## src/shared/asrr_pkg.sv

```systemverilog
package asrr_pkg;

  // ==========================================================================
  // Register byte addresses
  // ==========================================================================
  localparam logic [15:0] ADDR_HALT_HI  = 16'hFF3C;
  localparam logic [15:0] ADDR_HALT_LO  = 16'hFF3D;
  localparam logic [15:0] ADDR_RES_A_HI = 16'hFF90;
  localparam logic [15:0] ADDR_RES_A_LO = 16'hFF91;
  localparam logic [15:0] ADDR_RES_B_HI = 16'hFF92;
  localparam logic [15:0] ADDR_RES_B_LO = 16'hFF93;
  localparam logic [15:0] ADDR_RES_C_HI = 16'hFF94;
  localparam logic [15:0] ADDR_RES_C_LO = 16'hFF95;
  localparam logic [15:0] ADDR_RES_D_HI = 16'hFF96;
  localparam logic [15:0] ADDR_RES_D_LO = 16'hFF97;
  localparam logic [15:0] ADDR_CSR      = 16'hFF98;
  localparam logic [15:0] ADDR_TRG      = 16'hFF99;

  // ==========================================================================
  // Reset values and field positions
  // ==========================================================================
  localparam logic [15:0] HALT_RESET    = 16'h3FFF;
  localparam int          HALT_BIT      = 9;
  localparam logic [7:0]  CSR_RESET     = 8'h00;
  localparam logic [1:0]  TRG_SEL_RESET = 2'h0;
  localparam logic [5:0]  TRG_RSVD_READ = 6'h3F;
  localparam logic [9:0]  RES_RESET     = 10'h000;
  localparam logic [5:0]  RES_LOW_PAD   = 6'h00;
  localparam int          RES_HI_LSB    = 2;
  localparam int          CSR_END_BIT   = 7;
  localparam int          CSR_START_BIT = 5;

  // ==========================================================================
  // Timing
  // ==========================================================================
  localparam int          CLK_PERIOD_NS    = 25;
  localparam int          REF_STATE_NS     = 50;
  localparam int          MIN_CONV_TIME_NS = 6700;
  localparam int          STATE_CYCLES     = (REF_STATE_NS + CLK_PERIOD_NS - 1) / CLK_PERIOD_NS;
  localparam int          MIN_CONV_CYCLES  = (MIN_CONV_TIME_NS + CLK_PERIOD_NS - 1) / CLK_PERIOD_NS;
  localparam logic [8:0]  CONV_STATES_SLOW = 9'h10A;
  localparam logic [8:0]  CONV_STATES_FAST = 9'h086;
  localparam logic [1:0]  STATE_DIV_LAST   = 2'(STATE_CYCLES - 1);

  // ==========================================================================
  // Types
  // ==========================================================================
  typedef enum logic [1:0] {
    ASRR_TRG_NONE = 2'h0,
    ASRR_TRG_PTU  = 2'h1,
    ASRR_TRG_TMR8 = 2'h2,
    ASRR_TRG_PIN  = 2'h3
  } asrr_trg_sel_t;

  typedef struct packed {
    logic       conv_end_flag;
    logic       irq_enable;
    logic       conv_start_bit;
    logic       scan_mode;
    logic       conv_time_select;
    logic [2:0] chan_sel;
  } asrr_csr_t;

  typedef struct packed {
    logic [15:0] addr;
    logic [7:0]  wdata;
    logic        wr;
    logic        rd;
  } asrr_bus_req_t;

endpackage

```

## src/hdl/asrr_top.sv

```systemverilog
`timescale 1ns/1ps
module asrr_top
  import asrr_pkg::*;
(
  // Clock and reset
  input  wire logic       clk_sys_in,
  input  wire logic       rst_b_in,
  // Register port
  input  wire logic [15:0] addr_in,
  input  wire logic [7:0]  wdata_in,
  input  wire logic        wr_in,
  input  wire logic        rd_in,
  output logic [7:0]       rdata_out,
  // Power mode
  input  wire logic        standby_in,
  // Start triggers
  input  wire logic        pulse_timer_unit_trig_in,
  input  wire logic        timer8_trig_in,
  input  wire logic        ext_conv_trigger_pin_b_in,
  // Analog front end
  output logic [2:0]       analog_chan_out,
  output logic             sample_active_out,
  input  wire logic [9:0]  conv_data_in,
  // Interrupt request
  output logic             conv_end_irq_out
);

  // ==========================================================================
  // Declarations
  // ==========================================================================
  typedef enum logic {
    ASRR_IDLE,
    ASRR_CONV
  } asrr_state_t;

  asrr_bus_req_t req;
  asrr_csr_t     csr;
  asrr_csr_t     next_csr;
  asrr_csr_t     wr_csr;
  asrr_state_t   state;
  asrr_state_t   next_state;
  logic [1:0]    trg_sel;
  logic [1:0]    next_trg_sel;
  logic [15:0]   halt_ctrl;
  logic [15:0]   next_halt_ctrl;
  logic [9:0]    result [0:3];
  logic [9:0]    next_result [0:3];
  logic [1:0]    low_hold;
  logic [1:0]    next_low_hold;
  logic [7:0]    rdata;
  logic [7:0]    next_rdata;
  logic          flag_armed;
  logic          next_flag_armed;
  logic [1:0]    slot;
  logic [1:0]    next_slot;
  logic          pin_fall;
  logic          timer_busy;
  logic          timer_done;
  logic          launch;
  logic          abort;
  logic          halted;
  logic          quiesce;
  logic          access_ok;
  logic          csr_wr;
  logic          ext_trig;

  assign req.addr  = addr_in;
  assign req.wdata = wdata_in;
  assign req.wr    = wr_in;
  assign req.rd    = rd_in;
  assign wr_csr    = asrr_csr_t'(req.wdata);

  // Result slot select from address bits 2:1 of a register byte pair
  function automatic logic [1:0] res_slot(input logic [15:0] addr);
    res_slot = addr[2:1];
  endfunction

  function automatic logic is_result(input logic [15:0] addr);
    is_result = (addr >= ADDR_RES_A_HI) && (addr <= ADDR_RES_D_LO);
  endfunction

  // ==========================================================================
  // Submodules
  // ==========================================================================
  asrr_trig_sync u_trig_sync (
    .clk_sys_in (clk_sys_in),
    .rst_b_in   (rst_b_in),
    .pin_b_in   (ext_conv_trigger_pin_b_in),
    .fall_out   (pin_fall)
  );

  asrr_conv_timer u_conv_timer (
    .clk_sys_in (clk_sys_in),
    .rst_b_in   (rst_b_in),
    .start_in   (launch),
    .abort_in   (abort),
    .fast_in    (csr.conv_time_select),
    .busy_out   (timer_busy),
    .done_out   (timer_done)
  );

  // ==========================================================================
  // Mode and access qualifiers
  // ==========================================================================
  assign halted    = halt_ctrl[HALT_BIT];
  assign quiesce   = halted | standby_in;
  // Module halt register itself stays reachable, otherwise the block could never wake
  assign access_ok = ~quiesce;
  assign csr_wr    = req.wr && access_ok && (req.addr == ADDR_CSR);

  // ==========================================================================
  // Trigger selection
  // ==========================================================================
  always_comb begin
    ext_trig = 1'b0;
    unique case (asrr_trg_sel_t'(trg_sel))
      ASRR_TRG_NONE: ext_trig = 1'b0;
      ASRR_TRG_PTU:  ext_trig = pulse_timer_unit_trig_in;
      ASRR_TRG_TMR8: ext_trig = timer8_trig_in;
      ASRR_TRG_PIN:  ext_trig = pin_fall;
    endcase
  end

  // ==========================================================================
  // Sequencer and status
  // ==========================================================================
  always_comb begin
    next_state      = state;
    next_csr        = csr;
    next_slot       = slot;
    next_flag_armed = flag_armed;
    launch          = 1'b0;
    abort           = 1'b0;
    for (int i = 0; i < 4; i++) begin
      next_result[i] = result[i];
    end

    // Software write to the control/status byte
    if (csr_wr) begin
      next_csr.irq_enable       = wr_csr.irq_enable;
      next_csr.conv_start_bit   = wr_csr.conv_start_bit;
      next_csr.scan_mode        = wr_csr.scan_mode;
      next_csr.conv_time_select = wr_csr.conv_time_select;
      next_csr.chan_sel         = wr_csr.chan_sel;
      if (!wr_csr.conv_end_flag && flag_armed) begin
        next_csr.conv_end_flag = 1'b0;
      end
    end
    if (req.rd && access_ok && (req.addr == ADDR_CSR) && csr.conv_end_flag) begin
      next_flag_armed = 1'b1;
    end

    // Hardware triggers only act while stopped
    if (ext_trig && !csr.conv_start_bit && access_ok) begin
      next_csr.conv_start_bit = 1'b1;
    end

    unique case (state)
      ASRR_IDLE: begin
        if (csr.conv_start_bit && !quiesce) begin
          launch     = 1'b1;
          next_slot  = csr.scan_mode ? 2'h0 : csr.chan_sel[1:0];
          next_state = ASRR_CONV;
        end
      end
      ASRR_CONV: begin
        if (!csr.conv_start_bit || quiesce) begin
          abort      = 1'b1;
          next_state = ASRR_IDLE;
        end else if (timer_done) begin
          next_result[slot] = conv_data_in;
          if (!csr.scan_mode) begin
            next_csr.conv_start_bit = 1'b0;
            next_csr.conv_end_flag  = 1'b1;
            next_state              = ASRR_IDLE;
          end else begin
            launch = 1'b1;
            if (slot == csr.chan_sel[1:0]) begin
              next_csr.conv_end_flag = 1'b1;
              next_slot              = 2'h0;
            end else begin
              next_slot = slot + 2'h1;
            end
          end
        end
      end
    endcase

    if (!next_csr.conv_end_flag) begin
      next_flag_armed = 1'b0;
    end

    // Standby and halt wipe results and control state
    if (quiesce) begin
      next_state      = ASRR_IDLE;
      next_csr        = asrr_csr_t'(CSR_RESET);
      next_flag_armed = 1'b0;
      for (int i = 0; i < 4; i++) begin
        next_result[i] = RES_RESET;
      end
    end
  end

  always_ff @(posedge clk_sys_in or negedge rst_b_in) begin
    if (!rst_b_in) begin
      state      <= ASRR_IDLE;
      csr        <= asrr_csr_t'(CSR_RESET);
      slot       <= 2'h0;
      flag_armed <= 1'b0;
      for (int i = 0; i < 4; i++) begin
        result[i] <= RES_RESET;
      end
    end else begin
      state      <= next_state;
      csr        <= next_csr;
      slot       <= next_slot;
      flag_armed <= next_flag_armed;
      for (int i = 0; i < 4; i++) begin
        result[i] <= next_result[i];
      end
    end
  end

  // ==========================================================================
  // Trigger and halt control registers
  // ==========================================================================
  always_comb begin
    next_trg_sel   = trg_sel;
    next_halt_ctrl = halt_ctrl;
    if (req.wr && access_ok && (req.addr == ADDR_TRG)) begin
      next_trg_sel = req.wdata[7:6];
    end
    if (quiesce) begin
      next_trg_sel = TRG_SEL_RESET;
    end
    if (req.wr && (req.addr == ADDR_HALT_HI)) begin
      next_halt_ctrl[15:8] = req.wdata;
    end
    if (req.wr && (req.addr == ADDR_HALT_LO)) begin
      next_halt_ctrl[7:0] = req.wdata;
    end
  end

  always_ff @(posedge clk_sys_in or negedge rst_b_in) begin
    if (!rst_b_in) begin
      trg_sel   <= TRG_SEL_RESET;
      halt_ctrl <= HALT_RESET;
    end else begin
      trg_sel   <= next_trg_sel;
      halt_ctrl <= next_halt_ctrl;
    end
  end

  // ==========================================================================
  // Read path
  // ==========================================================================
  always_comb begin
    next_rdata    = 8'h00;
    next_low_hold = low_hold;
    if (quiesce) begin
      next_low_hold = 2'h0;
    end
    if (req.rd) begin
      if (req.addr == ADDR_HALT_HI) begin
        next_rdata = halt_ctrl[15:8];
      end else if (req.addr == ADDR_HALT_LO) begin
        next_rdata = halt_ctrl[7:0];
      end else if (!access_ok) begin
        next_rdata = 8'h00;
      end else if (is_result(req.addr)) begin
        if (!req.addr[0]) begin
          next_rdata    = result[res_slot(req.addr)][9:RES_HI_LSB];
          next_low_hold = result[res_slot(req.addr)][1:0];
        end else begin
          // Low byte is stale unless the high byte of the same register came first
          next_rdata = {low_hold, RES_LOW_PAD};
        end
      end else if (req.addr == ADDR_CSR) begin
        next_rdata = csr;
      end else if (req.addr == ADDR_TRG) begin
        next_rdata = {trg_sel, TRG_RSVD_READ};
      end
    end
  end

  always_ff @(posedge clk_sys_in or negedge rst_b_in) begin
    if (!rst_b_in) begin
      rdata    <= 8'h00;
      low_hold <= 2'h0;
    end else begin
      rdata    <= next_rdata;
      low_hold <= next_low_hold;
    end
  end

  // ==========================================================================
  // Outputs
  // ==========================================================================
  assign rdata_out         = rdata;
  assign analog_chan_out   = {csr.chan_sel[2], slot};
  assign sample_active_out = timer_busy;
  assign conv_end_irq_out  = csr.conv_end_flag & csr.irq_enable;

endmodule

```

## src/hdl/asrr_trig_sync.sv

```systemverilog
`timescale 1ns/1ps
module asrr_trig_sync
  import asrr_pkg::*;
(
  // Clock and reset
  input  wire logic clk_sys_in,
  input  wire logic rst_b_in,
  // Pin side
  input  wire logic pin_b_in,
  // Logic side
  output logic      fall_out
);

  // ==========================================================================
  // Synchroniser and falling edge
  // ==========================================================================
  logic meta;
  logic stable;
  logic prev;
  logic fall;
  logic next_fall;

  always_comb begin
    next_fall = prev & ~stable;
  end

  // Idle level of the active-low pin is high
  always_ff @(posedge clk_sys_in or negedge rst_b_in) begin
    if (!rst_b_in) begin
      meta   <= 1'b1;
      stable <= 1'b1;
      prev   <= 1'b1;
      fall   <= 1'b0;
    end else begin
      meta   <= pin_b_in;
      stable <= meta;
      prev   <= stable;
      fall   <= next_fall;
    end
  end

  assign fall_out = fall;

endmodule

```

## src/hdl/asrr_conv_timer.sv

```systemverilog
`timescale 1ns/1ps
module asrr_conv_timer
  import asrr_pkg::*;
(
  // Clock and reset
  input  wire logic clk_sys_in,
  input  wire logic rst_b_in,
  // Control
  input  wire logic start_in,
  input  wire logic abort_in,
  input  wire logic fast_in,
  // Status
  output logic      busy_out,
  output logic      done_out
);

  // ==========================================================================
  // State counter
  // ==========================================================================
  logic       busy;
  logic       done;
  logic [1:0] div;
  logic [8:0] states;
  logic [8:0] target;
  logic       next_busy;
  logic       next_done;
  logic [1:0] next_div;
  logic [8:0] next_states;
  logic [8:0] next_target;

  // One state is one reference period, so the fast setting never beats the minimum time
  always_comb begin
    next_busy   = busy;
    next_done   = 1'b0;
    next_div    = div;
    next_states = states;
    next_target = target;
    if (abort_in) begin
      next_busy = 1'b0;
    end else if (start_in) begin
      next_busy   = 1'b1;
      next_div    = 2'h0;
      next_states = 9'h000;
      next_target = fast_in ? CONV_STATES_FAST : CONV_STATES_SLOW;
    end else if (busy) begin
      if (div == STATE_DIV_LAST) begin
        next_div    = 2'h0;
        next_states = states + 9'h001;
        if (states == target - 9'h001) begin
          next_busy = 1'b0;
          next_done = 1'b1;
        end
      end else begin
        next_div = div + 2'h1;
      end
    end
  end

  always_ff @(posedge clk_sys_in or negedge rst_b_in) begin
    if (!rst_b_in) begin
      busy   <= 1'b0;
      done   <= 1'b0;
      div    <= 2'h0;
      states <= 9'h000;
      target <= CONV_STATES_SLOW;
    end else begin
      busy   <= next_busy;
      done   <= next_done;
      div    <= next_div;
      states <= next_states;
      target <= next_target;
    end
  end

  assign busy_out = busy;
  assign done_out = done;

endmodule

```

## config.mk

```make
export PLATFORM = sky130hd
export DESIGN_NAME = asrr_top
export DESIGN_NICKNAME = d
export VERILOG_FILES = /design/src/shared/asrr_pkg.sv /design/src/hdl/asrr_top.sv /design/src/hdl/asrr_trig_sync.sv /design/src/hdl/asrr_conv_timer.sv
export SDC_FILE = /design/constraint.sdc
export NUM_CORES = 1
export LEC_CHECK = 0
export BUFFER_PORTS_ARGS = -buffer_cell sky130_fd_sc_hd__buf_2
export CAP_MARGIN = 20
export CORE_MARGIN = 5
export CORE_UTILIZATION = 53
export CTS_CLUSTER_SIZE = 8
export DETAILED_ROUTE_END_ITERATION = 12
export GPL_TIMING_DRIVEN = 0
export PLACE_DENSITY = 0.76
export SLEW_MARGIN = 20
export SYNTH_ARGS = -nofsm -noshare
export SYNTH_HDL_FRONTEND = slang
export SYNTH_HIERARCHICAL = 1
export SYNTH_SLANG_ARGS = --single-unit
```

## constraint.sdc

```tcl
create_clock -name clk_sys_in -period 2 [get_ports clk_sys_in]
set_clock_uncertainty 0.1 [all_clocks]
set_input_delay 0.2 -clock clk_sys_in [delete_from_list [all_inputs] [get_ports clk_sys_in]]
set_output_delay 0.2 -clock clk_sys_in [all_outputs]
set_load 0.02 [all_outputs]
```

Word-level counts from Yosys, hierarchy flattened
Cells that the tools add are included.

word-level totals
  bits in registers = 106
  input port bits = 42
  output and inout bits = 13
  logic and storage cells = 170

cells by class
  $add $sub $neg = 4
  $lt $le $gt $ge = 5
  equality and inequality tests = 16
  mux-type cells = 79
  bitwise gates (word level) = 9
  reduce and logical (&&, ||, !) cells = 30

operators by type and width
  kind                                                                    count
  40-bit two-way mux                                                      4
  8-bit two-way mux                                                       10
  16-bit equality test (second input constant)                            4
  40-bit bitwise mux                                                      1
  2-bit two-way mux                                                       18
  9-bit two-way mux                                                       4
  1-bit two-way mux                                                       33
  10-bit two-way mux                                                      3
  10-bit binary-select mux with 2-bit select                              1
  10-bit demux with 2-bit select                                          1
  16-bit >= comparator (second input constant)                            1
  16-bit <= comparator (second input constant)                            1
  1-bit logical AND                                                       14
  2-bit nonzero test                                                      6
  9-bit by 1-bit adder with 9-bit output (second input constant)          1
  9-bit equality test                                                     1
  9-bit by 1-bit subtractor with 9-bit output (second input constant)     1
  2-bit inequality test (second input constant)                           4
  3-bit >= comparator (second input constant)                             2
  2-bit NOT with 3-bit output                                             2
  3-bit AND reduction                                                     2
  2-bit by 1-bit adder with 2-bit output (second input constant)          2
  2-bit by 1-bit equality test with 1-bit output (second input constant)  2
  2-bit equality test (second input constant)                             2
  15 further kinds                                                        23

Depth between registers and ports, before layout
Gate-level depths: netlist of run 1.

  depth after elaboration = 12
  mapped depth = 8
  mapped depth without buffers = 6

By module
Netlist of run 1, hierarchy kept.

modules (own cells, without submodules)
  module           times used  cells an instance  area an instance (sq um)  sequential area each (sq um)
  asrr_top         1           341                3958.8                    2019.4
  asrr_conv_timer  1           79                 779.5                     376.6
  asrr_trig_sync   1           5                  117.6                     103.8

Worst setup path after synthesis of run 1
No wires, ideal clock.

  kind = register to register
  from = reg halt_ctrl[9]
  to = reg u_conv_timer.states[5]
  library setup time = 78 ps
  arrival time = 1864 ps
  data required time = 1822 ps
  path slack = -41 ps
  stages on the path, launching flop included = 8
  buffers on the path = 1
  cells stage by stage = dfstp_2 > nor2_1 > buf_2 > nand2_1 > and2_1 > nand4bb_4 > or4_1 > a21oi_1

on the way
  elaborated cells between the ends (all ways) = 14
  those cells by class = mux (6); bitwise (2); reduce/logical (6)

RTL lines
  item                           RTL line               RTL
  from (decl)                    asrr_top.sv:44         logic [15:0] halt_ctrl;
  from (signal assigned)         asrr_top.sv:250        halt_ctrl <= next_halt_ctrl;
  1-bit bitwise OR               asrr_top.sv:106        assign quiesce = halted | standby_in;
  1-bit logical OR               asrr_top.sv:167        if (!csr.conv_start_bit || quiesce) begin
  1-bit two-way mux              asrr_top.sv:167
  1-bit two-way mux              asrr_top.sv:158        unique case (state)
  named net abort                asrr_top.sv:60         logic abort;
  1-bit NOT (no line)            -
  3-bit AND reduction (no line)  -
  to (signal assigned)           asrr_conv_timer.sv:70  states <= next_states;
  to (decl)                      asrr_conv_timer.sv:23  logic [8:0] states;

The timed path passes the listed nets, and every way through them passes these cells.
A chain may end at the register's enable or synchronous reset.

Worst setup path after layout of run 1
  from = reg halt_ctrl[9]
  to = reg u_conv_timer.done (netlist: u_conv_timer/done_out)

on the way
  word-level cells in the longest chain between the ends = 7
  elaborated cells between the ends (all ways) = 11
  those cells by class = mux (7); bitwise (1); reduce/logical (3)

RTL lines
  item                                     RTL line               RTL
  1-bit bitwise OR *                       asrr_top.sv:106
  1-bit zero test                          asrr_top.sv:160        if (csr.conv_start_bit && !quiesce) begin
  1-bit logical AND                        asrr_top.sv:160
  1-bit two-way mux                        asrr_top.sv:160
  1-bit one-hot mux with 2 select lines *  asrr_top.sv:158
  named net launch                         asrr_top.sv:59         logic launch;
  1-bit two-way mux *                      asrr_conv_timer.sv:40  end else if (start_in) begin
  1-bit two-way mux *                      asrr_conv_timer.sv:38  if (abort_in) begin
  named net u_conv_timer.next_done         asrr_conv_timer.sv:26  logic next_done;
  to (signal assigned)                     asrr_conv_timer.sv:68  done <= next_done;
  to (decl)                                asrr_conv_timer.sv:21  logic done;

The timed path passes the listed nets; every way through them passes the cells marked *.

==> flow_metrics.tcl, run 1 <==
set metrics [dict create \
    outcome "finished clean" \
    fin_crit_ps 1960 \
    yosys_warnings 6 \
    synth_nets 473 \
    fin_cells 620 \
    ant_nets 0 \
    hold_class "input pin to flip-flop" \
    cp.arrival_ps 2160 \
    yosys.area.top_type "dfrtp_1" \
    yosys_register_bits 99 \
    grt_overflow_total 0 \
    grt_pass1_wl_um 18600 \
    yosys.area.top_type_share 0.417 \
    initial_core_util 0.536 \
    die_y_um 106 \
    seq_power_share 0.580 \
    syn_inst 425 \
    gp_congestion 0.839 \
    syn2layout_area_growth_pct 18.1 \
    max_freq_mhz 511 \
    wire_per_inst_um 18.6 \
    clkPwrFrac 0.353 \
    synth_xor_area_frac 0.00541 \
    dp_hpwl_um 7900 \
    timing.critical_path.buf_inv 2 \
    synth_top_family_by_area "compound AO/OA/AOI/OAI gates" \
    max_stage_delay_ps 580 \
    layout_common_cells "81 x dfrtp_1, 63 x buf_2, 40 x a22o_1, 34 x nand2_1, 23 x nor2_1" \
    final_max_slew_viol_count 0 \
    io_pins 55 \
    powerDensity_nw_per_um2 605 \
    dieArea_sq_um 11200 \
    synth_flop_cell "dfrtp_1" \
    worstPathRequired_ps 2200 \
    placed_cell_area_sq_um 5290 \
    critPathSlowestCell "dfstp_2" \
    worstPathMaxFanout 10 \
    die_w_um 106 \
    via_per_inst 6.14 \
    drtPass1Iterations 5 \
    drtIter0Drc 245 \
    root_buffer "clkbuf_8" \
    finalCritPeriodShare 0.978 \
    synth_fa_ha_area_frac 0.0155 \
    seq_area_frac_synth 0.515 \
    synth_area_per_cell_sq_um 11.4 \
    fin_total_pwr_mw 3.47 \
    end_kind "flip-flop" \
    n_antenna_cell 0 \
    layout.nets 552 \
    hold_viol_final 0 \
    vias 3806 \
    coreArea_sq_um 9060 \
    irDropWorstVdd_mv 0.331 \
    num_rows 35 \
    cap_viol_max_count 0 \
    cts_buffers 9 \
    cts_tree "yes" \
    worst_pin_slew_ps 624 \
    clkSinkCount 99 \
    synth_cell_types 63 \
    p_leak_nw 2.64 \
    synthMuxAreaShare 0.0948 \
    place_inst 589 \
    switching_share 0.257 \
    relSlewSlack 0.584 \
    netlist_top_cells_area "dfrtp_1 42%, dfstp_2 9.7%, a22o_1 7.2%, mux2_2 3.2%, mux4_2 3.2%" \
    p_switching_uw 893 \
    track_usage 0.206 \
    cts.clk_slew.worst_paths_ps 100 \
    wl_um 11500 \
    setup_viol 0 \
    async_flop_share 1.00 \
    synth-simple-area-share 0.163 \
    crit_path_start_kind "flip-flop" \
    synth-edff-count 0 \
    worstSetupPathType "flip-flop to flip-flop" \
    fin_setup_tns_ps 0 \
    drive_gt1_frac 0.318 \
    antenna_found_initial 0 \
    htreeDepth 3 \
    grt_pass1_vias 3650 \
    synth_area_sq_um 4860 \
    ctsLongestPathBuffers 2 \
    critical-path-top-delay-family "simple AND/OR/NAND/NOR gates" \
    fin_area_sq_um 5740 \
    p_int_mw 2.58 \
    layout_commonest_cell "dfrtp_1" \
    grt_max_degree 59 \
    io_buffers 52 \
    cp_cell_sequence "nor2_4, buf_6, nand2_2, a21oi_2, clkbuf_2, nor4_1, and4b_1" \
    synth_compound_area_frac 0.171 \
    comb_power_share 0.068 \
    clock_latency_ps 360 \
    drc_errors 0 \
]
[metrics by stage]
stage / worst slack, ps / hold slack, ps / util
2_1_floorplan: 25.5 / -196 / -
3_3_place_gp: -313 / 207 / 0.580
3_5_place_dp: -361 / 32.8 / 0.584
4_1_cts: -2.45 / 2.62 / 0.619
5_1_grt: -12.3 / 4.88 / 0.633
6_report: 44.0 / 11.8 / 0.633
[power groups by stage]
stage / logic, mW / registers, mW / clock network (mW)
after floorplan: 0.0793 / 2.05 / 0
after global placement: 0.203 / 2.05 / 0
after detailed placement: 0.216 / 2.05 / 0
after CTS: 0.237 / 2.01 / 1.24
after global routing: 0.262 / 2.01 / 1.33
final: 0.235 / 2.01 / 1.22
[cells in the mapped netlist (2+ instances only)]
cell type	instances
mux4_1	2
nand4_1	8
o21ai_0	18
or3_1	4
inv_1	12
and3_1	6
dfrtp_1	81
a32oi_1	2
buf_2	14
o211a_1	2
mux2_1	2
and4b_1	3
nor2_1	24
o22ai_1	7
nand2b_1	3
mux4_2	7
clkbuf_1	3
mux2i_1	7
o31ai_1	6
xnor2_1	2
nand2_1	35
and2_1	2
or4_1	5
dfstp_2	18
ha_1	6
a21oi_2	4
a22o_1	40
nand3_1	20
o21a_1	2
and4_1	2
nand4b_1	2
mux2_2	14
buf_6	2
o21ai_1	5
nor2b_1	4
buf_4	3
a21oi_1	20
a31oi_1	3
[repair_timing]
action,in CTS,in global routing
cloned,0,2
hold endpoints to repair,57,0
pin swaps,2,6
hold buffers,10,0
setup endpoints to repair,15,10
buffers inserted,3,0
resized for setup,6,18
[flip-flops by register name, summed over array words and instances (netlist names), 2 cells and up]
register / count
halt_ctrl: 16
u_conv_timer/div: 2
u_conv_timer/target: 2
rdata_out: 8
csr: 7
trg_sel: 2
low_hold: 2
result: 40
slot: 2
u_conv_timer/states: 9
[worst paths after layout]
check,from,end,slack [ps],cells after the start
worst max-delay path,halt_ctrl[9],u_conv_timer/done_out,40,7
worst min-delay path,conv_data_in[0],result[20],10,2
worst max register to register,halt_ctrl[9],u_conv_timer/done_out,40,7
worst min register to register,u_trig_sync/meta,u_trig_sync/stable,260,0
max in group asynchronous,rst_b_in,u_trig_sync/prev,910,3
min in group asynchronous,rst_b_in,rdata_out[1],210,2
[metal layers]
metal  vias up  routed length (um)  GRT usage
li1       1758                   -          -
met1      1921                5110      0.291
met2       121                5640      0.333
met3         6                 670     0.0343
met4         0                  80     0.0518
met5         -                   0          0
[area by class of cell]
class | count | area (sq um)
Tap cell | 111 | 139
Sequential cell | 99 | 2500
Multi-Input combinational cell | 293 | 2280
Clock inverter | 6 | 56.3
Clock buffer | 10 | 128
Fill cell | 701 | 3330
Timing Repair Buffer | 67 | 442
Buffer | 22 | 144
Inverter | 12 | 45.0
[cells by family after synthesis]
logic type / count (synthesis)
muxes: 32
DFF: 99
adders and majority gates: 6
xor gates and xnor gates: 3
and+or+nand+nor: 134
buffers and inverters: 34
AOI/OAI and AO/OA: 117
No activity file was read; power rests on OpenSTA's default activity.
==> run 2: changes to the inputs <==
--- a/config.mk
+++ b/config.mk
@@ -10,5 +10,5 @@
 export CORE_MARGIN = 5
 export CORE_UTILIZATION = 53
-export CTS_CLUSTER_SIZE = 8
+export CTS_CLUSTER_SIZE = 16
 export DETAILED_ROUTE_END_ITERATION = 12
 export GPL_TIMING_DRIVEN = 0
==> constraint.sdc (replaced) <==
create_clock -name clk_sys_in -period 2 [get_ports clk_sys_in]
set_clock_uncertainty 0.1 [all_clocks]
set_input_delay 0.1 -clock clk_sys_in [delete_from_list [all_inputs] [get_ports clk_sys_in]]
set_output_delay 0.1 -clock clk_sys_in [all_outputs]
set_load 0.02 [all_outputs]
==> flow_metrics.tcl, run 2 (synthesis results as in run 1) <==
set metrics [dict create \
    cp_cell_sequence "nor2_4, buf_6, nand2_2, a21oi_2, clkbuf_2, nor4_1, and4b_1" \
    ant_nets 0 \
    seq_power_share 0.575 \
    critical-path-top-delay-family "simple AND/OR/NAND/NOR gates" \
    die_w_um 106 \
    max_stage_delay_ps 580 \
    final_max_slew_viol_count 0 \
    drive_gt1_frac 0.312 \
    powerDensity_nw_per_um2 598 \
    top_layer "met4" \
    reg.largest.list "result (40), halt_ctrl (16), u_conv_timer/states (9)" \
    cts.clk_slew.worst_paths_ps 110 \
    coreArea_sq_um 9060 \
    p_int_mw 2.59 \
    largest_reg_flops 40 \
    dieArea_sq_um 11200 \
    hold_viol_final 0 \
    antenna_found_initial 0 \
    cap_viol_max_count 0 \
    fin_area_sq_um 5850 \
    via_per_inst 6.07 \
    finalCritPeriodShare 0.972 \
    dp_hpwl_um 7900 \
    layout_common_cells "81 x dfrtp_1, 63 x buf_2, 40 x a22o_1, 34 x nand2_1, 23 x nor2_1" \
    syn2layout_area_growth_pct 20.4 \
    top_register "result" \
    root_buffer "clkbuf_8" \
    grt_overflow_total 0 \
    setup_ws_ps 55.3 \
    critPathSlowestCell "dfstp_2" \
    track_usage 0.207 \
    comb_power_share 0.072 \
    irDropWorstVdd_mv 0.331 \
    die_y_um 106 \
    io_pins 55 \
    layout.nets 563 \
    fin_util 0.645 \
    timing.critical_path.buf_inv 2 \
    vias 3830 \
    layout_commonest_cell "dfrtp_1" \
    initial_core_util 0.536 \
    drc_errors 0 \
    wire_per_inst_um 18.3 \
    cts_tree "yes" \
    htreeDepth 3 \
    cts_buffers 9 \
    io_buffers 52 \
    route.met2.wl_um 5650 \
    cp.arrival_ps 2150 \
    fin_crit_ps 1940 \
    clkPwrFrac 0.353 \
    crit_path_start_kind "flip-flop" \
    met3_length_um 687 \
    drtPass1Iterations 5 \
    hold_class "input pin to flip-flop" \
    ctsLongestPathBuffers 2 \
    placed_cell_area_sq_um 5290 \
    wl_um 11600 \
    clock_latency_ps 360 \
    worst_pin_slew_ps 627 \
    clkSinkCount 99 \
    drtIter0Drc 279 \
    grt_pass1_vias 3695 \
    worstPathRequired_ps 2200 \
    outcome "finished clean" \
    p_leak_nw 2.69 \
    setup_viol 0 \
    max_freq_mhz 514 \
    num_rows 35 \
    switching_share 0.259 \
    grt_pass1_wl_um 18700 \
    place_ws_ps -361 \
    relSlewSlack 0.582 \
    worstPathMaxFanout 10 \
    end_kind "flip-flop" \
    n_antenna_cell 0 \
    p_switching_uw 905 \
    gp_congestion 0.839 \
    grt_max_degree 59 \
    m1WireLength_um 5160 \
    worstSetupPathType "flip-flop to flip-flop" \
]
[run 2: cell types whose count changed in the layout (fill, tap and decap cells not counted)]
cell and delta:
dlygate4sd3_1 +11
[run 2: path summary, 6_finish.rpt]
kind / from / endpoint / slack (ps) / cells past startpoint
worst max-delay path: halt_ctrl[9] / u_conv_timer/done_out / 60 / 7
max in group asynchronous: rst_b_in / u_trig_sync/prev / 1020 / 3
worst min register to register: u_trig_sync/meta / u_trig_sync/stable / 260 / 0
min in group asynchronous: rst_b_in / rdata_out[7] / 110 / 2
worst max register to register: halt_ctrl[9] / u_conv_timer/done_out / 60 / 7
worst min-delay path: addr_in[2] / csr[5] / 60 / 4
[run 2: power groups by stage]
stage | combinational (mW) | clock, mW | sequential [mW]
after global routing | 0.279 | 1.33 | 2.01
final | 0.251 | 1.23 | 2.01
after CTS | 0.253 | 1.24 | 2.01
after detailed placement | 0.216 | 0 | 2.05
after global placement | 0.203 | 0 | 2.05
after floorplan | 0.0793 | 0 | 2.05
[run 2: timing repair]
item	in CTS	in global routing
cloned	0	2
setup buffers	3	0
hold endpoints to repair	161	0
endpoints found under the setup margin	15	10
hold buffers	21	0
gates resized for setup	6	18
pin swaps	2	6
[run 2: routing by layer]
metal,up-vias,track usage
li1,1777,-
met1,1923,0.293
met2,124,0.337
met3,6,0.0318
met4,0,0.0518
met5,-,0
[run 2: final cells by class]
class	instances	area, sq um
timing repair buffer	78	552
buffer	22	144
sequential	99	2500
tap	111	139
inverter	12	45.0
multi-input combinational	293	2280
clock buffer	10	128
fill	693	3220
clock inverter	6	56.3
[run 2: metrics by stage]
stage	power (mW)	instances	TNS (ps)	hold WS [ps]
3_3_place_gp	2.25	588	-19150	107
3_5_place_dp	2.27	589	-3020	-67.2
2_1_floorplan	2.13	425	0	-296
5_1_grt	3.63	631	-45.0	74.2
6_report	3.50	631	0	61.3
4_1_cts	3.51	629	-3.90	56.4
[run 2: worst min-delay path: cells and delay by family]
kind            cells  cell delay (ps)
compound gates      1               60
simple gates        2              190
buf+inv             1              140
